===== src/core/dcfs_cfg.svh =====
// Constants for the dual-clock queue status flag block
`ifndef DCFS_CFG_SVH
`define DCFS_CFG_SVH

// Queue geometry and pointer arithmetic
`define DCFS_PTR_W 13
`define DCFS_OFS_W 12
`define DCFS_DEPTH 13'h1000
`define DCFS_PTR_ONE 13'h0001
`define DCFS_OFS_PRESET 12'h008
`define DCFS_FALL_THROUGH_MODE_RESET 1'b0

// Serial offset load: 48 bits, high offset of each pair first
`define DCFS_SER_W 48
`define DCFS_SER_CNT_W 6
`define DCFS_SER_BITS 6'h30
`define DCFS_SER_ONE 6'h01
`define DCFS_SER_Y1_LSB 36
`define DCFS_SER_X1_LSB 24
`define DCFS_SER_Y2_LSB 12
`define DCFS_SER_X2_LSB 0

// Pin vector positions
`define DCFS_PIN_W 8
`define DCFS_PIN_A_CLK 0
`define DCFS_PIN_B_CLK 1
`define DCFS_PIN_A_WR 2
`define DCFS_PIN_A_RD 3
`define DCFS_PIN_B_WR 4
`define DCFS_PIN_B_RD 5
`define DCFS_PIN_SER_EN_N 6
`define DCFS_PIN_SER_DATA 7

// Queue indices
`define DCFS_Q_A2B 0
`define DCFS_Q_B2A 1

// Register map (byte addresses)
`define DCFS_ADDR_W 8
`define DCFS_REG_CTRL 8'h00
`define DCFS_REG_A2B_EMPTY_OFS 8'h04
`define DCFS_REG_A2B_FULL_OFS 8'h08
`define DCFS_REG_B2A_EMPTY_OFS 8'h0c
`define DCFS_REG_B2A_FULL_OFS 8'h10
`define DCFS_REG_STATUS 8'h14
`define DCFS_REG_A2B_FILL 8'h18
`define DCFS_REG_B2A_FILL 8'h1c
`define DCFS_CTRL_FALL_THROUGH_MODE_BIT 0

// Status register bit positions
`define DCFS_ST_A_EMPTY 0
`define DCFS_ST_A_AE_N 1
`define DCFS_ST_A_FULL 2
`define DCFS_ST_A_AF_N 3
`define DCFS_ST_B_EMPTY 4
`define DCFS_ST_B_AE_N 5
`define DCFS_ST_B_FULL 6
`define DCFS_ST_B_AF_N 7

`define DCFS_RESP_OKAY 2'b00
`define DCFS_RESP_SLVERR 2'b10

`endif


===== src/core/dcfs_pkg.sv =====
// Types for the dual-clock queue status flag block
`include "dcfs_cfg.svh"

package dcfs_pkg;
  typedef logic [`DCFS_PTR_W-1:0] dcfs_ptr_t;
  typedef logic [`DCFS_OFS_W-1:0] dcfs_ofs_t;
  typedef logic [`DCFS_ADDR_W-1:0] dcfs_addr_t;

  typedef struct packed {
    dcfs_ptr_t wr_ptr;
    dcfs_ptr_t rd_ptr;
    dcfs_ptr_t wr_sync1;
    dcfs_ptr_t wr_sync2;
    dcfs_ptr_t rd_sync1;
    dcfs_ptr_t rd_sync2;
    logic out_ready;
  } dcfs_queue_s;

  typedef struct packed {
    logic [`DCFS_PIN_W-1:0] pin_s1;
    logic [`DCFS_PIN_W-1:0] pin_s2;
    logic [1:0] clk_prev;
    dcfs_queue_s [1:0] q;
    logic fall_through_mode;
    dcfs_ofs_t [1:0] ofs_empty;
    dcfs_ofs_t [1:0] ofs_full;
    logic [`DCFS_SER_W-1:0] ser_shift;
    logic [`DCFS_SER_CNT_W-1:0] ser_cnt;
    logic aw_valid;
    dcfs_addr_t aw_addr;
    logic w_valid;
    logic [31:0] w_data;
    logic [3:0] w_strb;
    logic b_valid;
    logic [1:0] b_resp;
    logic r_valid;
    logic [31:0] r_data;
    logic [1:0] r_resp;
  } dcfs_state_s;
endpackage : dcfs_pkg


===== src/core/dcfs_status.sv =====
// Status flag logic for two opposite-direction 4096-word queues between two clocked ports
//
// The register offsets and the AXI4-Lite slave port were decided locally.
`include "dcfs_cfg.svh"
`timescale 1ns/1ps
`default_nettype none

module dcfs_status (
  // Clock and reset
  input wire logic sys_clk,
  input wire logic sys_rst,
  // Port A pins
  input wire logic port_a_clock,
  input wire logic port_a_write_qual,
  input wire logic port_a_read_qual,
  input wire logic serial_load_en_n,
  input wire logic serial_load_data,
  // Port B pins
  input wire logic port_b_clock,
  input wire logic port_b_write_qual,
  input wire logic port_b_read_qual,
  // Port A flags
  output logic port_a_empty_or_out_ready,
  output logic port_a_almost_empty_n,
  output logic port_a_full_or_in_ready,
  output logic port_a_almost_full_n,
  // Port B flags
  output logic port_b_empty_or_out_ready,
  output logic port_b_almost_empty_n,
  output logic port_b_full_or_in_ready,
  output logic port_b_almost_full_n,
  // AXI4-Lite write address and data
  input wire logic s_axi_awvalid,
  output logic s_axi_awready,
  input wire dcfs_pkg::dcfs_addr_t s_axi_awaddr,
  input wire logic s_axi_wvalid,
  output logic s_axi_wready,
  input wire logic [31:0] s_axi_wdata,
  input wire logic [3:0] s_axi_wstrb,
  // AXI4-Lite write response
  output logic s_axi_bvalid,
  input wire logic s_axi_bready,
  output logic [1:0] s_axi_bresp,
  // AXI4-Lite read
  input wire logic s_axi_arvalid,
  output logic s_axi_arready,
  input wire dcfs_pkg::dcfs_addr_t s_axi_araddr,
  output logic s_axi_rvalid,
  input wire logic s_axi_rready,
  output logic [31:0] s_axi_rdata,
  output logic [1:0] s_axi_rresp
);
  import dcfs_pkg::*;

  dcfs_state_s s_q;
  dcfs_state_s s_d;

  logic edge_a;
  logic edge_b;
  logic [1:0] wr_edge;
  logic [1:0] rd_edge;
  logic [1:0] wr_qual;
  logic [1:0] rd_qual;
  logic [`DCFS_PIN_W-1:0] pins;
  logic [7:0] flags;

  // Words in memory as seen by the reader; the output register word is already counted out
  function automatic dcfs_ptr_t mem_fill(input dcfs_queue_s q);
    mem_fill = q.wr_sync2 - q.rd_ptr;
  endfunction : mem_fill

  // Words in memory as seen by the writer
  function automatic dcfs_ptr_t wr_fill(input dcfs_queue_s q);
    wr_fill = q.wr_ptr - q.rd_sync2;
  endfunction : wr_fill

  function automatic logic mem_has_word(input dcfs_queue_s q);
    mem_has_word = (q.wr_sync2 != q.rd_ptr);
  endfunction : mem_has_word

  function automatic logic empty_flag(input dcfs_queue_s q, input logic fall_through_mode);
    empty_flag = fall_through_mode ? q.out_ready : mem_has_word(q);
  endfunction : empty_flag

  function automatic logic in_ready(input dcfs_queue_s q);
    in_ready = (wr_fill(q) != `DCFS_DEPTH);
  endfunction : in_ready

  function automatic logic almost_empty_n(input dcfs_queue_s q, input dcfs_ofs_t x);
    almost_empty_n = (mem_fill(q) > {1'b0, x});
  endfunction : almost_empty_n

  function automatic logic almost_full_n(input dcfs_queue_s q, input dcfs_ofs_t y);
    almost_full_n = (({1'b0, wr_fill(q)} + {2'b00, y}) < {1'b0, `DCFS_DEPTH});
  endfunction : almost_full_n

  function automatic logic [31:0] merge_bytes(input logic [31:0] old, input logic [31:0] data,
                                              input logic [3:0] strb);
    merge_bytes = old;
    for (int k = 0; k < 4; k++) begin
      if (strb[k]) begin
        merge_bytes[k*8 +: 8] = data[k*8 +: 8];
      end
    end
  endfunction : merge_bytes

  function automatic logic reg_mapped(input dcfs_addr_t addr);
    case (addr)
      `DCFS_REG_CTRL, `DCFS_REG_A2B_EMPTY_OFS, `DCFS_REG_A2B_FULL_OFS, `DCFS_REG_B2A_EMPTY_OFS,
      `DCFS_REG_B2A_FULL_OFS, `DCFS_REG_STATUS, `DCFS_REG_A2B_FILL, `DCFS_REG_B2A_FILL: reg_mapped = 1'b1;
      default: reg_mapped = 1'b0;
    endcase
  endfunction : reg_mapped

  assign pins = {serial_load_data, serial_load_en_n, port_b_read_qual, port_b_write_qual,
                 port_a_read_qual, port_a_write_qual, port_b_clock, port_a_clock};

  // Port clocks are sampled pins; their rising edges become one-cycle enables
  assign edge_a = s_q.pin_s2[`DCFS_PIN_A_CLK] & ~s_q.clk_prev[0];
  assign edge_b = s_q.pin_s2[`DCFS_PIN_B_CLK] & ~s_q.clk_prev[1];

  // A-to-B queue is written by port A and read by port B; the other one the reverse
  assign wr_edge = {edge_b, edge_a};
  assign rd_edge = {edge_a, edge_b};
  assign wr_qual = {s_q.pin_s2[`DCFS_PIN_B_WR], s_q.pin_s2[`DCFS_PIN_A_WR]};
  assign rd_qual = {s_q.pin_s2[`DCFS_PIN_A_RD], s_q.pin_s2[`DCFS_PIN_B_RD]};

  // Reader flags come from the write pointer as synchronised by reader edges, writer flags the reverse
  assign port_a_empty_or_out_ready = empty_flag(s_q.q[`DCFS_Q_B2A], s_q.fall_through_mode);
  assign port_a_almost_empty_n = almost_empty_n(s_q.q[`DCFS_Q_B2A], s_q.ofs_empty[`DCFS_Q_B2A]);
  assign port_a_full_or_in_ready = in_ready(s_q.q[`DCFS_Q_A2B]);
  assign port_a_almost_full_n = almost_full_n(s_q.q[`DCFS_Q_A2B], s_q.ofs_full[`DCFS_Q_A2B]);
  assign port_b_empty_or_out_ready = empty_flag(s_q.q[`DCFS_Q_A2B], s_q.fall_through_mode);
  assign port_b_almost_empty_n = almost_empty_n(s_q.q[`DCFS_Q_A2B], s_q.ofs_empty[`DCFS_Q_A2B]);
  assign port_b_full_or_in_ready = in_ready(s_q.q[`DCFS_Q_B2A]);
  assign port_b_almost_full_n = almost_full_n(s_q.q[`DCFS_Q_B2A], s_q.ofs_full[`DCFS_Q_B2A]);

  always_comb begin
    flags = 8'h00;
    flags[`DCFS_ST_A_EMPTY] = port_a_empty_or_out_ready;
    flags[`DCFS_ST_A_AE_N] = port_a_almost_empty_n;
    flags[`DCFS_ST_A_FULL] = port_a_full_or_in_ready;
    flags[`DCFS_ST_A_AF_N] = port_a_almost_full_n;
    flags[`DCFS_ST_B_EMPTY] = port_b_empty_or_out_ready;
    flags[`DCFS_ST_B_AE_N] = port_b_almost_empty_n;
    flags[`DCFS_ST_B_FULL] = port_b_full_or_in_ready;
    flags[`DCFS_ST_B_AF_N] = port_b_almost_full_n;
  end

  assign s_axi_awready = ~s_q.aw_valid & ~s_q.b_valid;
  assign s_axi_wready = ~s_q.w_valid & ~s_q.b_valid;
  assign s_axi_bvalid = s_q.b_valid;
  assign s_axi_bresp = s_q.b_resp;
  assign s_axi_arready = ~s_q.r_valid;
  assign s_axi_rvalid = s_q.r_valid;
  assign s_axi_rdata = s_q.r_data;
  assign s_axi_rresp = s_q.r_resp;

  always_comb begin
    logic [`DCFS_SER_W-1:0] ser_next;
    logic [31:0] wval;
    ser_next = {s_q.ser_shift[`DCFS_SER_W-2:0], s_q.pin_s2[`DCFS_PIN_SER_DATA]};
    wval = 32'h0000_0000;
    s_d = s_q;

    // Two-stage pin sampling; the first stage feeds only the second
    s_d.pin_s1 = pins;
    s_d.pin_s2 = s_q.pin_s1;
    s_d.clk_prev = {s_q.pin_s2[`DCFS_PIN_B_CLK], s_q.pin_s2[`DCFS_PIN_A_CLK]};

    for (int i = 0; i < 2; i++) begin
      // Writer side: the read pointer crosses on two writer edges, so a freed slot shows on the second
      if (wr_edge[i]) begin
        s_d.q[i].rd_sync1 = s_q.q[i].rd_ptr;
        s_d.q[i].rd_sync2 = s_q.q[i].rd_sync1;
        if (wr_qual[i] && in_ready(s_q.q[i])) begin
          s_d.q[i].wr_ptr = s_q.q[i].wr_ptr + `DCFS_PTR_ONE;
        end
      end
      // Reader side: the write pointer crosses on two reader edges
      if (rd_edge[i]) begin
        s_d.q[i].wr_sync1 = s_q.q[i].wr_ptr;
        s_d.q[i].wr_sync2 = s_q.q[i].wr_sync1;
        if (s_q.fall_through_mode) begin
          if (!s_q.q[i].out_ready) begin
            // Autoload uses the already synchronised view, landing on the third reader edge
            if (mem_has_word(s_q.q[i])) begin
              s_d.q[i].out_ready = 1'b1;
              s_d.q[i].rd_ptr = s_q.q[i].rd_ptr + `DCFS_PTR_ONE;
            end
          end else if (rd_qual[i]) begin
            if (mem_has_word(s_q.q[i])) begin
              s_d.q[i].rd_ptr = s_q.q[i].rd_ptr + `DCFS_PTR_ONE;
            end else begin
              s_d.q[i].out_ready = 1'b0;
            end
          end
        end else begin
          s_d.q[i].out_ready = 1'b0;
          if (rd_qual[i] && mem_has_word(s_q.q[i])) begin
            s_d.q[i].rd_ptr = s_q.q[i].rd_ptr + `DCFS_PTR_ONE;
          end
        end
      end
    end

    // Serial offset load shifts on port A edges while enabled, and stops after the last bit
    if (edge_a && !s_q.pin_s2[`DCFS_PIN_SER_EN_N] && (s_q.ser_cnt != `DCFS_SER_BITS)) begin
      s_d.ser_shift = ser_next;
      s_d.ser_cnt = s_q.ser_cnt + `DCFS_SER_ONE;
      if ((s_q.ser_cnt + `DCFS_SER_ONE) == `DCFS_SER_BITS) begin
        s_d.ofs_full[`DCFS_Q_A2B] = ser_next[`DCFS_SER_Y1_LSB +: `DCFS_OFS_W];
        s_d.ofs_empty[`DCFS_Q_A2B] = ser_next[`DCFS_SER_X1_LSB +: `DCFS_OFS_W];
        s_d.ofs_full[`DCFS_Q_B2A] = ser_next[`DCFS_SER_Y2_LSB +: `DCFS_OFS_W];
        s_d.ofs_empty[`DCFS_Q_B2A] = ser_next[`DCFS_SER_X2_LSB +: `DCFS_OFS_W];
      end
    end

    // Write channel: address and data are taken in either order, the write happens once both are held
    if (s_axi_awvalid && s_axi_awready) begin
      s_d.aw_valid = 1'b1;
      s_d.aw_addr = s_axi_awaddr;
    end
    if (s_axi_wvalid && s_axi_wready) begin
      s_d.w_valid = 1'b1;
      s_d.w_data = s_axi_wdata;
      s_d.w_strb = s_axi_wstrb;
    end
    if (s_q.aw_valid && s_q.w_valid && !s_q.b_valid) begin
      s_d.aw_valid = 1'b0;
      s_d.w_valid = 1'b0;
      s_d.b_valid = 1'b1;
      s_d.b_resp = reg_mapped(s_q.aw_addr) ? `DCFS_RESP_OKAY : `DCFS_RESP_SLVERR;
      case (s_q.aw_addr)
        `DCFS_REG_CTRL: begin
          wval = merge_bytes({31'h0000_0000, s_q.fall_through_mode}, s_q.w_data, s_q.w_strb);
          s_d.fall_through_mode = wval[`DCFS_CTRL_FALL_THROUGH_MODE_BIT];
        end
        `DCFS_REG_A2B_EMPTY_OFS: begin
          wval = merge_bytes({20'h0_0000, s_q.ofs_empty[`DCFS_Q_A2B]}, s_q.w_data, s_q.w_strb);
          s_d.ofs_empty[`DCFS_Q_A2B] = wval[`DCFS_OFS_W-1:0];
        end
        `DCFS_REG_A2B_FULL_OFS: begin
          wval = merge_bytes({20'h0_0000, s_q.ofs_full[`DCFS_Q_A2B]}, s_q.w_data, s_q.w_strb);
          s_d.ofs_full[`DCFS_Q_A2B] = wval[`DCFS_OFS_W-1:0];
        end
        `DCFS_REG_B2A_EMPTY_OFS: begin
          wval = merge_bytes({20'h0_0000, s_q.ofs_empty[`DCFS_Q_B2A]}, s_q.w_data, s_q.w_strb);
          s_d.ofs_empty[`DCFS_Q_B2A] = wval[`DCFS_OFS_W-1:0];
        end
        `DCFS_REG_B2A_FULL_OFS: begin
          wval = merge_bytes({20'h0_0000, s_q.ofs_full[`DCFS_Q_B2A]}, s_q.w_data, s_q.w_strb);
          s_d.ofs_full[`DCFS_Q_B2A] = wval[`DCFS_OFS_W-1:0];
        end
        default: begin
          wval = 32'h0000_0000;
        end
      endcase
    end
    if (s_q.b_valid && s_axi_bready) begin
      s_d.b_valid = 1'b0;
    end

    // Read channel: one cycle to answer, data held until taken
    if (s_axi_arvalid && s_axi_arready) begin
      s_d.r_valid = 1'b1;
      s_d.r_resp = reg_mapped(s_axi_araddr) ? `DCFS_RESP_OKAY : `DCFS_RESP_SLVERR;
      case (s_axi_araddr)
        `DCFS_REG_CTRL: s_d.r_data = {31'h0000_0000, s_q.fall_through_mode};
        `DCFS_REG_A2B_EMPTY_OFS: s_d.r_data = {20'h0_0000, s_q.ofs_empty[`DCFS_Q_A2B]};
        `DCFS_REG_A2B_FULL_OFS: s_d.r_data = {20'h0_0000, s_q.ofs_full[`DCFS_Q_A2B]};
        `DCFS_REG_B2A_EMPTY_OFS: s_d.r_data = {20'h0_0000, s_q.ofs_empty[`DCFS_Q_B2A]};
        `DCFS_REG_B2A_FULL_OFS: s_d.r_data = {20'h0_0000, s_q.ofs_full[`DCFS_Q_B2A]};
        `DCFS_REG_STATUS: s_d.r_data = {24'h00_0000, flags};
        `DCFS_REG_A2B_FILL: s_d.r_data = {19'h0_0000, mem_fill(s_q.q[`DCFS_Q_A2B])};
        `DCFS_REG_B2A_FILL: s_d.r_data = {19'h0_0000, mem_fill(s_q.q[`DCFS_Q_B2A])};
        default: s_d.r_data = 32'h0000_0000;
      endcase
    end else if (s_q.r_valid && s_axi_rready) begin
      s_d.r_valid = 1'b0;
    end
  end

  always_ff @(posedge sys_clk) begin
    if (sys_rst) begin
      // Cleared pointers leave empty-side flags low and full-side flags high
      s_q <= '0;
      s_q.fall_through_mode <= `DCFS_FALL_THROUGH_MODE_RESET;
      s_q.ofs_empty <= {`DCFS_OFS_PRESET, `DCFS_OFS_PRESET};
      s_q.ofs_full <= {`DCFS_OFS_PRESET, `DCFS_OFS_PRESET};
    end else begin
      s_q <= s_d;
    end
  end
endmodule : dcfs_status

`default_nettype wire


===== config.mk =====
export PLATFORM = sky130hd
export DESIGN_NAME = dcfs_status
export DESIGN_NICKNAME = d
export VERILOG_FILES = /design/src/core/dcfs_pkg.sv /design/src/core/dcfs_status.sv
export VERILOG_INCLUDE_DIRS = /design/src /design/src/core
export SDC_FILE = /design/constraint.sdc
export NUM_CORES = 1
export LEC_CHECK = 0
export BUFFER_PORTS_ARGS = -buffer_cell sky130_fd_sc_hd__buf_2
export CORE_MARGIN = 8
export CORE_UTILIZATION = 60
export DETAILED_ROUTE_END_ITERATION = 8
export PLACE_DENSITY = 0.85
export SLEW_MARGIN = 20
export SYNTH_ARGS = -nofsm -noshare
export SYNTH_HDL_FRONTEND = slang
export SYNTH_SLANG_ARGS = --single-unit

===== constraint.sdc =====
create_clock -name sys_clk -period 4.8 [get_ports sys_clk]
set_input_delay 0.72 -clock sys_clk [delete_from_list [all_inputs] [get_ports sys_clk]]
set_output_delay 0.72 -clock sys_clk [all_outputs]
set_load 0.1 [all_outputs]

Word-level counts from Yosys, hierarchy flattened
Memory sizes are Yosys's and may differ from the RTL's. A register that Yosys moved wholly into a read port is not among the register bits.
Index checks and enable logic that the tools add are counted.
- bits in registers: 341
- ROM bits: 64
- input port bits: 67
- output and inout port bits: 49
- memories: 2
- memory list (memory ; words ; width ; rd ports ; clocked after memory_dff ; write ports ; RTL line ; RTL):
    (no name shown) ; 32 ; 1 ; 1 ; 1 ; 0 ; dcfs_status.sv:108 ; case (addr)
    (no name shown) ; 32 ; 1 ; 1 ; 0 ; 0 ; dcfs_status.sv:108 ;
- add/subtract/negate cells: 11
- $lt $le $gt $ge: 4
- eq/ne operators: 27
- multiplexer cells: 40
- bitwise operators: 10
- reductions and logical operators: 29
- operator list (operator ; number):
    2-to-1 mux 13 bit ; 10
    case mux 13 bit (8 select lines) ; 1
    2-to-1 mux 102 bit ; 1
    2-to-1 mux 48 bit ; 2
    adder 13 x 1 -> 13 bit (second input constant) ; 4
    subtractor 13 bit ; 4
    2-to-1 mux 12 bit ; 4
    == test 8 x 5 -> 1 bit (second input constant) ; 5
    == test 8 x 4 -> 1 bit (second input constant) ; 4
    adder 13 x 12 -> 14 bit ; 2
    < comparator 14 x 13 -> 1 bit (second input constant) ; 2
    greater-than comparator 13 x 12 -> 1 bit ; 2
    != test 13 bit ; 2
    != test 13 bit (second input constant) ; 2
    != test 3 bit (second input constant) ; 8
    == test 8 x 3 -> 1 bit (second input constant) ; 2
    zero test 8 bit ; 2
    2-to-1 mux 1 bit ; 16
    logical AND 1 bit ; 13
    2-to-1 mux 5 bit ; 2
    AND reduction 3 bit ; 3
    2-to-1 mux 8 bit ; 1
    adder 6 x 1 -> 6 bit (second input constant) ; 1
    == test 6 bit (second input constant) ; 1
    other kinds (11) ; 27

Depth between registers and ports, before layout
Gate-level depths: netlist of the first run.
- depth in word-level cells: 7
- mapped depth: 19
- mapped depth without buffers: 19

Least setup slack after synthesis of the first run
No wires, ideal clock.
- kind: register -> output
- start: register s_q[255] (netlist bit)
- end: output port port_a_almost_full_n
- arrival time: 4803 ps
- required time: 4080 ps
- setup slack: -723 ps
- cell stages (with the launch flop): 12
- path buffers: 0
- path through: dfxtp_1 -> ha_1 -> nor2b_1 -> o2111a_1 -> o41a_1 -> or4_1 -> nand4_1 -> ha_1 -> a21o_1 -> a21oi_1 -> o21ai_0 -> nor3_1
- longest elaborated chain between the ends: 3
- RTL lines (element ; RTL line ; RTL):
    start: declaration ; dcfs_status.sv:55 ; dcfs_state_s s_q;
    subtractor 13 bit ; dcfs_status.sv:74 ; wr_fill = q.wr_ptr - q.rd_sync2;
    adder 13 x 12 -> 14 bit ; dcfs_status.sv:94 ; almost_full_n = (({1'b0, wr_fill(q)} + {2'b00, y}) < {1'b0, `DCFS_DEPTH});
    < comparator 14 x 13 -> 1 bit ; dcfs_status.sv:94 ;
    end: declaration ; dcfs_status.sv:26 ; output logic port_a_almost_full_n,
No other way between the ends.

Worst setup path after layout of the first run
- start: register s_q[257] (netlist bit)
- end: output port port_a_almost_full_n
The elaborated chain is that of the path after synthesis.

==> metrics.md, run 1 <==
| Metric | Value |
|---|---|
| Most used cells in the layout excluding fill and tap cells | 429 x sky130_fd_sc_hd__nand2_1, 314 x sky130_fd_sc_hd__dfxtp_1, 249 x sky130_fd_sc_hd__a21oi_1 |
| Register bit count reported by yosys | 320 |
| Clk network pwr share | 0.453 |
| Ordered list of cells on the worst path | ha_2 > and2_1 > o21a_1 > o41a_1 > or4_1 > nand4_1 > ha_1 > a21o_1 > a21oi_1 > o21ai_0 > nor3_2 > buf_4 > buf_12 |
| Area growth from synthesis to layout | 10.6% |
| Floorplan row count | 60 |
| Height of the die | 182 um |
| Max capacitance violation total | 0 |
| Die outline area | 33,000 um^2 |
| Post-synthesis instance total | 2,101 |
| Clock tree from TritonCTS | done |
| Total buffers and inverters traversed by the critical path | 2 |
| Clock slew at the register clock pins of the worst setup and hold paths | 60 ps |
| Fraction of synthesis flops using an asynchronous set or reset pin | 0 |
| Fraction of layout instances using a drive strength above 1 | 0.102 |
| Slowest CP cell | sky130_fd_sc_hd__or4_1 |
| X dimension of the die | 182 um |
| Fraction of the cycle the final worst path needs | 0.976 |
| First-pass GRT wire length | 71,500 um |
| Detail Route Antenna Nets | 0 |
| Crit-path leading delay family | simple AND/OR/NAND/NOR gates |
| Switch Pwr | 1.33 mW |
| Unique masters post-synth | 73 |
| HPWL Detailed | 32,900 um |
| Run status | finished, final reports clean |
| Clk buf depth | 3 |
| Skew final | 16.5 ps |
| Number of global-route vias before repair | 14,000 |
| Clock latency on the worst-skew pair | 510 ps |
| Combinational cell fraction of total power | 0.056 |
| Number of max-slew violations in the final report | 0 |
| Maximum number of pins on one net before global-route repair | 131 |
| Startpoint class of the critical path | register |
| Worst Path Arrival | 3970 ps |
| Count of routing violations after the opening detailed-route iteration | 1,422 |
| TritonRoute pass-1 iters | 6 |
| Switching power as a share of total power | 0.241 |
| Maximum VDD drop | 0.296 mV |
| Part of the total power dissipated in sequential elements | 0.491 |
| Total Routed Length | 45,000 um |
| Fillcell total | 2,254 |
| Leakage power figure | 6.98 nW |
| Area of the placeable core | 27,000 um^2 |
| Worst setup slack before clock tree synthesis | 117 ps |
| Number of antenna violations at the first check in global routing | 0 |
| # DRC | 0 |
| Critical Path Sink Type | output pin |
| Pwr/cell area | 303 nW/um^2 |
| Antenna cell count | 0 |
| Total gr overflow | 0 |
| Number of failing hold endpoints at the final stage | 0 |
| Internal Power | 4.19 mW |
| Synthesized cell area | 16,400 um^2 |
| Post-Route Hold Slack | 385 ps |
| Upper clock frequency limit | 213 MHz |
| Required time reported for the critical path endpoint | 4080 ps |
| Initial core utilization | 0.610 |
| Worst Setup Slack, final | 114 ps |
| Headroom to the max-slew limit | 0.333 |
| Maximum fanout along the worst path | 6 |
| Sequential element share of the synthesized area | 0.390 |
| Clock period minus worst slack | 4690 ps |
| CP peak stage delay | 500 ps |
| Per-cell routed wire length | 18.2 um |
| Number of buffers created by CTS | 34 |
| Actual slew at the worst max-slew pin | 992 ps |
| Number of enable flip-flop cells after synthesis | 0 |
| H-tree depth reported by CTS | 2 |
| Via count normalized by instance count | 6.01 |
| Utilization after layout | 0.675 |
| Dominant register cell in the synthesized netlist | sky130_fd_sc_hd__dfxtp_1 |
| Critical path class | register to output pin |
| Setup-violating endpoint count in the final report | 0 |
| Root buffer cell | sky130_fd_sc_hd__clkbuf_16 |
| Leading cell type in the layout, fill and taps excluded | sky130_fd_sc_hd__nand2_1 |
| Count of warnings emitted by yosys | 0 |
| RD Place Congestion | 0.961 |
| Fin nets | 2,287 |
| Total track usage | 0.263 |
| Syn avg cell area | 7.83 um^2 |
| Input/output buffers | 72 |
| Top-level I/O count | 116 |
| CTS sink count | 320 |
| Worst Hold Class | input pin to register |
| DR vias | 14,900 |
==> sequential cells by signal (all words and copies together) (netlist names), named ones only <==
name,count
s_axi_rvalid,1
s_q,290
s_axi_rresp,1
s_d,10
rd_qual,2
s_axi_bvalid,1
s_axi_bresp,1
s_axi_rdata,13
==> synthesized netlist by cell type, drive strengths merged, types with 12 or more instances <==
cell / instances / area, um^2
nor2: 153 / 574
o21ai: 47 / 235
or3: 14 / 87.6
inv: 112 / 420
a22oi: 20 / 150
xor2: 16 / 140
o22ai: 15 / 93.8
nand4: 22 / 138
buf: 47 / 319
nand2: 429 / 1610
nand3: 36 / 180
xnor2: 46 / 403
dfxtp: 320 / 6410
a21o: 19 / 143
and3: 14 / 87.6
a211oi: 17 / 133
a21oi: 252 / 1260
nor2b: 57 / 357
a31oi: 12 / 75.1
nor3: 61 / 305
a2111oi: 20 / 175
ha: 101 / 1260
o21a: 15 / 113
nand2b: 22 / 138
clkbuf: 93 / 349
==> cell type report <==
class / instances / area (um^2) / area share
Multi-Input combinational cell: 1549 / 9250 / 0.509
Sequential cell: 320 / 6420 / 0.353
Clock buffer: 47 / 961 / 0.0528
Timing Repair Buffer: 98 / 626 / 0.0344
Tap cell: 341 / 427 / 0.0235
Inverter: 112 / 420 / 0.0231
Clock inverter: 11 / 86.3 / 0.00475
==> final timing paths <==
check	slack, ps	startpoint	depth (start not counted)	end
setup / recovery	110	s_q[257]	13	port_a_almost_full_n
hold / removal	380	s_axi_rready	2	s_axi_rvalid
setup reg to reg	890	s_q[257]	11	s_q[264]
hold reg to reg	420	register	1	s_axi_bresp[1]
==> per-stage QoR <==
stage	instance area, um^2	setup TNS (ps)	cells	total power [mW]
after global placement	16800	0	2410	3.07
final	18200	0	2478	5.52
after floorplan	16500	0	2121	3.01
after global routing	18200	-56.4	2478	5.68
after detailed placement	16800	0	2410	3.07
after CTS	18000	0	2470	5.55
==> timing repair <==
| item | 4_1_cts | 5_1_grt |
|---|---|---|
| gates resized for setup | 18 | 37 |
| endpoints found under the setup margin | 4 | 5 |
| buffers inserted | 2 | 8 |
| hold buffers | 0 | 0 |
| pin swaps | 6 | 23 |
==> layer usage <==
layer	part of all wire	track usage	routed length (um)
met1	0.43	0.332	19100
met2	0.46	0.430	20600
met3	0.076	0.0559	3410
met4	0.041	0.107	1830
met5	0	0	0
==> power groups by stage <==
stage | Combinational (mW) | Clock [mW] | Sequential (mW)
final | 0.310 | 2.50 | 2.71
after global routing | 0.328 | 2.65 | 2.71
after CTS | 0.306 | 2.54 | 2.71
after detailed placement | 0.305 | 0 | 2.77
after global placement | 0.301 | 0 | 2.76
after floorplan | 0.247 | 0 | 2.76
==> cell families (layout without fill, tap and decap cells) <==
kind of cell | Yosys count | in the layout | synth area share
flops | 320 | 320 | 0.390
mux | 14 | 14 | 0.0110
compound gates | 488 | 488 | 0.184
other cells | 1 | 21 | 0.000228
xor+xnor | 62 | 62 | 0.0330
simple gates | 859 | 859 | 0.235
fa+ha+maj | 105 | 105 | 0.0817
buf+inv | 252 | 268 | 0.0662
Note: power is estimated with default switching activity, not from simulation.
==> run 2, diff against run 1 <==
--- a/config.mk
+++ b/config.mk
@@ -6,11 +6,11 @@
 export SDC_FILE = /design/constraint.sdc
 export NUM_CORES = 1
 export LEC_CHECK = 0
-export BUFFER_PORTS_ARGS = -buffer_cell sky130_fd_sc_hd__buf_2
 export CORE_MARGIN = 8
 export CORE_UTILIZATION = 60
 export DETAILED_ROUTE_END_ITERATION = 8
-export PLACE_DENSITY = 0.85
+export DONT_BUFFER_PORTS = 1
+export PLACE_DENSITY = 0.82
 export SLEW_MARGIN = 20
 export SYNTH_ARGS = -nofsm -noshare
 export SYNTH_HDL_FRONTEND = slang
==> run 2 against run 1 <==
Register-to-register slack improved by 110 ps; fmax barely moved; via count fell by 2.0%; worst hold slack got worse by 85 ps; critical path depth rose by 1; count of clock-buffer cells in the layout rose by 3; non-clock buffer count fell by 69; flip-flop and latch count did not move; setup slack improved by 2.6 ps; global-route usage fell by 0.25 points; routed wire length fell by 0.44%; largest cell class unchanged; highest routed layer is now met5.
==> metrics.md, run 2 (synthesized netlist as in run 1, its figures left out) <==
| Metric | Value |
|---|---|
| Worst Hold Class | input pin to register |
| Pwr/cell area | 323 nW/um^2 (+6.3%) |
| Via count normalized by instance count | 6.04 (+0.60%) |
| Most used cells in the layout excluding fill and tap cells | 429 x sky130_fd_sc_hd__nand2_1, 314 x sky130_fd_sc_hd__dfxtp_1, 246 x sky130_fd_sc_hd__a21oi_1 |
| Placed Instance Area | 16,500 um^2 (-2.1%) |
| Actual slew at the worst max-slew pin | 1130 ps (+137 ps) |
| Initial core utilization | 0.610 (unchanged) |
| DP Cell Count | 2,341 (-2.9%) |
| Utilization after layout | 0.666 (-0.00901) |
| Top-level I/O count | 116 (unchanged) |
| Post-Route Hold Slack | 299 ps (-85.4 ps) |
| Max FFs per register | 290 (unchanged) |
| Fraction of layout instances using a drive strength above 1 | 0.0714 (-0.0301) |
| H-tree depth reported by CTS | 2 (unchanged) |
| Clock latency on the worst-skew pair | 520 ps (about the same) |
| Switching power as a share of total power | 0.227 (-0.0135) |
| Fraction of the cycle the final worst path needs | 0.976 (about the same) |
| Input/output buffers | 0 (-100%) |
| X dimension of the die | 182 um (unchanged) |
| FF-to-FF path depth | 18 (+7) |
| Maximum number of pins on one net before global-route repair | 323 (+150%) |
| # DRC | 0 (unchanged) |
| Detail Route Antenna Nets | 0 (unchanged) |
| Leading cell type in the layout, fill and taps excluded | sky130_fd_sc_hd__nand2_1 |
| Root buffer cell | sky130_fd_sc_hd__clkbuf_16 |
| Per-cell routed wire length | 18.6 um (+2.2%) |
| Clock tree from TritonCTS | done |
| Upper clock frequency limit | 214 MHz (about the same) |
| First-pass GRT wire length | 70,700 um (-1.1%) |
| Height of the die | 182 um (unchanged) |
| Part of the total power dissipated in sequential elements | 0.471 (-0.020) |
| RD Place Congestion | 0.975 (+1.5%) |
| Number of failing hold endpoints at the final stage | 0 (unchanged) |
| Critical path class | register to output pin |
| Maximum VDD drop | 0.346 mV (+17%) |
| Register bank with the most flops | s_q |
| FF-to-FF End | s_axi_rdata[5] |
| Flop2flop setup slack | 1000 ps (+110 ps) |
| Die outline area | 33,000 um^2 (unchanged) |
| Internal Power | 4.47 mW (+6.8%) |
| Worst R2R Start | s_q[214] |
| Switch Pwr | 1.32 mW (-0.96%) |
| Area of the placeable core | 27,000 um^2 (unchanged) |
| Clk network pwr share | 0.491 (+0.038) |
| Worst Setup Slack, final | 116 ps (+2.56 ps) |
| Clock slew at the register clock pins of the worst setup and hold paths | 60 ps (about the same) |
| Floorplan row count | 60 (unchanged) |
| DR vias | 14,600 (-2.0%) |
| Headroom to the max-slew limit | 0.247 (-0.0859) |
| Area growth from synthesis to layout | 9.15% |
| Leakage power figure | 6.73 nW (-3.5%) |
| Number of buffers created by CTS | 35 (+2.9%) |
| Capturing element of the worst setup path | port_a_almost_full_n |
| Clk buf depth | 3 (unchanged) |
| HPWL Detailed | 31,900 um (-2.9%) |
| Number of standard cells in the layout, taps in and fillers out | 2,413 (-2.6%) |
| Antenna cell count | 0 (unchanged) |
| Worst setup slack before clock tree synthesis | 296 ps (+180 ps) |
| Run status | finished, final reports clean |
| Critical hold path startpoint | sys_rst |
| Maximum fanout along the worst path | 5 (-1) |
| Critical Path Sink Type | output pin |
| Required time reported for the critical path endpoint | 4080 ps (about the same) |
| Total gr overflow | 0 (unchanged) |
| Setup-violating endpoint count in the final report | 0 (unchanged) |
| Startpoint class of the critical path | register |
| Count of routing violations after the opening detailed-route iteration | 1,390 (-2.3%) |
| Total track usage | 0.260 (-0.00248) |
| CTS sink count | 320 (unchanged) |
| Clock period minus worst slack | 4680 ps (-2.56 ps) |
| Number of max-slew violations in the final report | 0 (unchanged) |
| Max capacitance violation total | 0 (unchanged) |
| Fin nets | 2,219 (-3.0%) |
| Worst Path Arrival | 3960 ps (about the same) |
| TritonRoute pass-1 iters | 8 (+2) |
| Combinational cell fraction of total power | 0.039 (-0.017) |
| Total Routed Length | 44,800 um (-0.44%) |
| Number of antenna violations at the first check in global routing | 1 (+1) |
| Number of global-route vias before repair | 13,700 (-2.4%) |
| Timing startpoint of the critical path | s_q[253] |
| Final Instance Area | 17,900 um^2 (-1.3%) |
| Skew final | 11.2 ps (-5.31 ps) |
run 2: cell types whose count changed in the layout (fill, tap and decap cells not counted), moves of 3 or more:
cell / previous run / this run
sky130_fd_sc_hd__xnor2_1: 41 / 44
sky130_fd_sc_hd__clkinv_2: 8 / 4
sky130_fd_sc_hd__buf_2: 67 / 0
sky130_fd_sc_hd__clkbuf_8: 4 / 9
sky130_fd_sc_hd__a21oi_1: 249 / 246
sky130_fd_sc_hd__a21oi_2: 3 / 6
sky130_fd_sc_hd__bufinv_16: 1 / 5
sky130_fd_sc_hd__xnor2_2: 5 / 2
run 2: power by group through the flow:
| stage | combinational (mW) | sequential (mW) | clock [mW] |
|---|---|---|---|
| 3_5_place_dp | 0.221 | 2.78 | 0 |
| 3_3_place_gp | 0.218 | 2.78 | 0 |
| 6_report | 0.226 | 2.72 | 2.84 |
| 5_1_grt | 0.238 | 2.73 | 2.98 |
| 4_1_cts | 0.222 | 2.72 | 2.86 |
| 2_1_floorplan | 0.247 | 2.76 | 0 |
run 2: worst min path at each step:
stage | depth (start not counted) | end
2_1_floorplan | 1 | s_axi_bresp[1]
3_3_place_gp | 1 | s_axi_bresp[1]
3_5_place_dp | 1 | s_axi_bresp[1]
4_1_cts | 1 | s_axi_rvalid
5_1_grt | 1 | s_axi_rvalid
6_report | 1 | s_axi_rvalid
run 2: area by class of cell:
cell class / instances / area (um^2)
clock buffer: 50 / 1020
clock inverter: 12 / 196
fill: 2263 / 9000
inverter: 112 / 424
multi-input combinational: 1549 / 9220
sequential: 320 / 6420
tap: 341 / 427
timing repair buffer: 29 / 243
run 2: layer usage:
| layer | wire length (um) | global-route usage |
|---|---|---|
| met4 | 1450 | 0.0872 |
| met1 | 18800 | 0.330 |
| met5 | 13 | 0 |
| met2 | 20800 | 0.435 |
| met3 | 3740 | 0.0539 |
run 2: critical path: stages (launching register included):
cell                       delay (ps)
sky130_fd_sc_hd__dfxtp_2          350
sky130_fd_sc_hd__inv_1            110
sky130_fd_sc_hd__ha_4             150
sky130_fd_sc_hd__fa_2             210
sky130_fd_sc_hd__nor2b_1           80
sky130_fd_sc_hd__o2111a_1         270
sky130_fd_sc_hd__o41a_1           450
sky130_fd_sc_hd__or4_1            500
sky130_fd_sc_hd__nand4_1          160
sky130_fd_sc_hd__ha_1             270
sky130_fd_sc_hd__a21o_1           170
sky130_fd_sc_hd__a21oi_1          140
sky130_fd_sc_hd__o21ai_1          110
sky130_fd_sc_hd__nor3_4           240
sky130_fd_sc_hd__buf_12           220
run 2: per-stage QoR:
step / power, mW / TNS [ps]
floorplan: 3.01 / 0
global placement: 3.00 / 0
detailed placement: 3.00 / 0
CTS: 5.81 / 0
global route: 5.95 / -64.0
finish: 5.79 / 0
run 2: what timing repair did:
action	4_1_cts	5_1_grt
gates resized for setup	11	32
pin swaps	6	14
setup buffers	3	7
endpoints found under the setup margin	4	5
hold buffers	0	0
==> run 3, diff against run 2 <==
--- a/config.mk
+++ b/config.mk
@@ -15,3 +15,4 @@
 export SYNTH_ARGS = -nofsm -noshare
 export SYNTH_HDL_FRONTEND = slang
 export SYNTH_SLANG_ARGS = --single-unit
+export TNS_END_PERCENT = 1
==> constraint.sdc (replaced) <==
create_clock -name sys_clk -period 5.1 [get_ports sys_clk]
set_input_delay 0.765 -clock sys_clk [delete_from_list [all_inputs] [get_ports sys_clk]]
set_output_delay 0.765 -clock sys_clk [all_outputs]
set_load 0.1 [all_outputs]
==> run 3 against run 2 <==
Register-to-register slack better by 80 ps; design area fell by 1.6%; non-clock buffer count decreased by 7; routed wire length is 3.1% lower; clock skew is 5.2 ps higher.
==> metrics.md, run 3 (synthesized netlist as in run 1, its figures left out) <==
| Metric | Value |
|---|---|
| Leading cell type in the layout, fill and taps excluded | sky130_fd_sc_hd__nand2_1 |
| Fraction of the cycle the final worst path needs | 0.973 |
| Actual slew at the worst max-slew pin | 1120 ps (-13.7 ps) |
| Antenna cell count | 0 (unchanged) |
| Register bank with the most flops | s_q |
| Run status | finished, final reports clean |
| Area growth from synthesis to layout | 7.43% |
| CP peak stage delay | 580 ps (+80 ps) |
| TritonRoute pass-1 iters | 8 (unchanged) |
| Fin nets | 2,212 (-0.32%) |
| Critical path class | register to output pin |
| Via count normalized by instance count | 5.97 (-1.1%) |
| Clock latency on the worst-skew pair | 510 ps (about the same) |
| Upper clock frequency limit | 202 MHz |
| Clk buf depth | 3 (unchanged) |
| Top-level I/O count | 116 (unchanged) |
| Final Instance Area | 17,700 um^2 (-1.6%) |
| HPWL Detailed | 31,600 um (-1.0%) |
| Number of max-slew violations in the final report | 0 (unchanged) |
| Critical Path Sink Type | output pin |
| Number of buffers created by CTS | 35 (unchanged) |
| Per-cell routed wire length | 18.1 um (-2.8%) |
| DR vias | 14,400 (-1.5%) |
| Worst path most repeated cell | sky130_fd_sc_hd__inv_1 |
| Clock period minus worst slack | 4960 ps |
| Ordered list of cells on the worst path | inv_1 > ha_1 > fa_1 > nor2b_1 > o2111a_1 > o41a_1 > or4_1 > nand4_1 > nor4_2 > and2_1 > inv_1 |
| Slowest CP cell | sky130_fd_sc_hd__nor4_2 |
| CTS sink count | 320 (unchanged) |
| Area of the placeable core | 27,000 um^2 (unchanged) |
| Die outline area | 33,000 um^2 (unchanged) |
| Worst Hold Class | input pin to register |
| Headroom to the max-slew limit | 0.256 (+0.00911) |
| Clock slew at the register clock pins of the worst setup and hold paths | 60 ps (about the same) |
| Clock tree from TritonCTS | done |
| Number of antenna violations at the first check in global routing | 0 (-1) |
| Setup-violating endpoint count in the final report | 0 (unchanged) |
| Setup repair after global routing missed its margin | yes |
| Initial core utilization | 0.610 (unchanged) |
| Input/output buffers | 0 (unchanged) |
| Startpoint class of the critical path | register |
| Total gr overflow | 0 (unchanged) |
| Total Routed Length | 43,400 um (-3.1%) |
| Number of failing hold endpoints at the final stage | 0 (unchanged) |
| Maximum number of pins on one net before global-route repair | 323 (unchanged) |
| Detail Route Antenna Nets | 0 (unchanged) |
| Worst Path Arrival | 4190 ps (+230 ps) |
| Max capacitance violation total | 0 (unchanged) |
| Most used cells in the layout excluding fill and tap cells | 429 x sky130_fd_sc_hd__nand2_1, 319 x sky130_fd_sc_hd__dfxtp_1, 248 x sky130_fd_sc_hd__a21oi_1 |
| Maximum VDD drop | 0.307 mV (-11%) |
| Maximum fanout along the worst path | 6 (+1) |
| Placed Instance Area | 16,500 um^2 (about the same) |
| Number of global-route vias before repair | 13,300 (-2.9%) |
| Number of hold buffers added after cts | 0 (unchanged) |
| Floorplan row count | 60 (unchanged) |
| Max FFs per register | 290 (unchanged) |
| Skew final | 16.3 ps (+5.17 ps) |
| Sum of negative setup slack | 0 ps (unchanged) |
| First-pass GRT wire length | 68,400 um (-3.2%) |
| Required time reported for the critical path endpoint | 4340 ps (+260 ps) |
| Count of routing violations after the opening detailed-route iteration | 1,603 (+15%) |
| Height of the die | 182 um (unchanged) |
| RD Place Congestion | 0.982 (+0.73%) |
| X dimension of the die | 182 um (unchanged) |
| Total track usage | 0.252 (-0.00769) |
| Leakage power figure | 6.60 nW (-2.0%) |
| H-tree depth reported by CTS | 2 (unchanged) |
| Pwr/cell area | 296 nW/um^2 (-8.1%) |
| Fraction of layout instances using a drive strength above 1 | 0.0548 (-0.0167) |
| Crit-path leading delay family | simple AND/OR/NAND/NOR gates |
| Root buffer cell | sky130_fd_sc_hd__clkbuf_16 |
| # DRC | 0 (unchanged) |
| Total buffers and inverters traversed by the critical path | 2 (unchanged) |
-- run 3: changes by cell type in the layout (fill, tap and decap cells not counted), moves of 3 or more --
cell	delta
sky130_fd_sc_hd__buf_4	-6
sky130_fd_sc_hd__bufinv_16	-4
sky130_fd_sc_hd__dfxtp_1	+5
sky130_fd_sc_hd__dfxtp_2	-4
sky130_fd_sc_hd__ha_1	+3
sky130_fd_sc_hd__inv_6	-3
sky130_fd_sc_hd__o21ai_0	+3
-- run 3: area by class of cell --
cell class                      instances  area [um^2]
Timing Repair Buffer                   22          173
Clock inverter                          8         75.1
Multi-Input combinational cell       1549         9110
Sequential cell                       320         6410
Tap cell                              341          427
Clock buffer                           52         1050
Inverter                              112          420
Fill cell                            2289         9290
-- run 3: timing repair --
item | in CTS | in global routing
hold endpoints to repair | 0 | 0
buffers inserted | 0 | 2
pin swaps | 0 | 3
resized for setup | 3 | 8
setup endpoints to repair | 2 | 3
-- run 3: layer usage --
layer  wire length (um)  global-route usage  vias up
met3               3890              0.0591      110
li1                   -                   -     7062
met5                  0                   0        -
met1              18300               0.327     6652
met4               1670               0.101        0
met2              19600               0.401      538
-- run 3: final timing paths --
path	from	to	slack [ps]	cells past startpoint
setup / recovery	s_q[253]	port_a_full_or_in_ready	140	11
hold / removal	s_axi_rready	s_axi_rvalid	350	1
setup reg to reg	s_q[255]	s_axi_rdata[3]	1080	14
hold reg to reg	register	s_axi_bresp[1]	420	1
-- run 3: power by group --
part	internal (mW)	switching, mW	total [mW]
clock	1.48	0.987	2.46
sequential	2.52	0.0393	2.56
combinational	0.0341	0.175	0.209
total	4.04	1.20	5.24
-- run 3: stage by stage --
step | setup WS, ps | hold WS, ps | utilization | cells | total power [mW]
4_1_cts | 34.6 | 334 | 0.654 | 2402 | 5.28
5_1_grt | -22.5 | 325 | 0.655 | 2404 | 5.41
2_1_floorplan | 394 | 406 | - | 2121 | 2.83
3_5_place_dp | 406 | 419 | 0.612 | 2342 | 2.82
6_report | 140 | 351 | 0.655 | 2404 | 5.24
3_3_place_gp | 563 | 411 | 0.612 | 2342 | 2.82
-- run 3: worst register-to-register path, stage by stage, from the launching register on --
cell and delay (ps):
sky130_fd_sc_hd__dfxtp_1 480, sky130_fd_sc_hd__ha_1 330, sky130_fd_sc_hd__nor2b_1 170, sky130_fd_sc_hd__o2111a_1 270, sky130_fd_sc_hd__o41a_1 480, sky130_fd_sc_hd__or4_1 500
sky130_fd_sc_hd__nand4_1 200, sky130_fd_sc_hd__ha_1 280, sky130_fd_sc_hd__a21o_1 170, sky130_fd_sc_hd__a21oi_1 150, sky130_fd_sc_hd__o21ai_0 180, sky130_fd_sc_hd__nor3_4 220
sky130_fd_sc_hd__buf_8 240, sky130_fd_sc_hd__a21oi_1 120, sky130_fd_sc_hd__o21ai_0 150
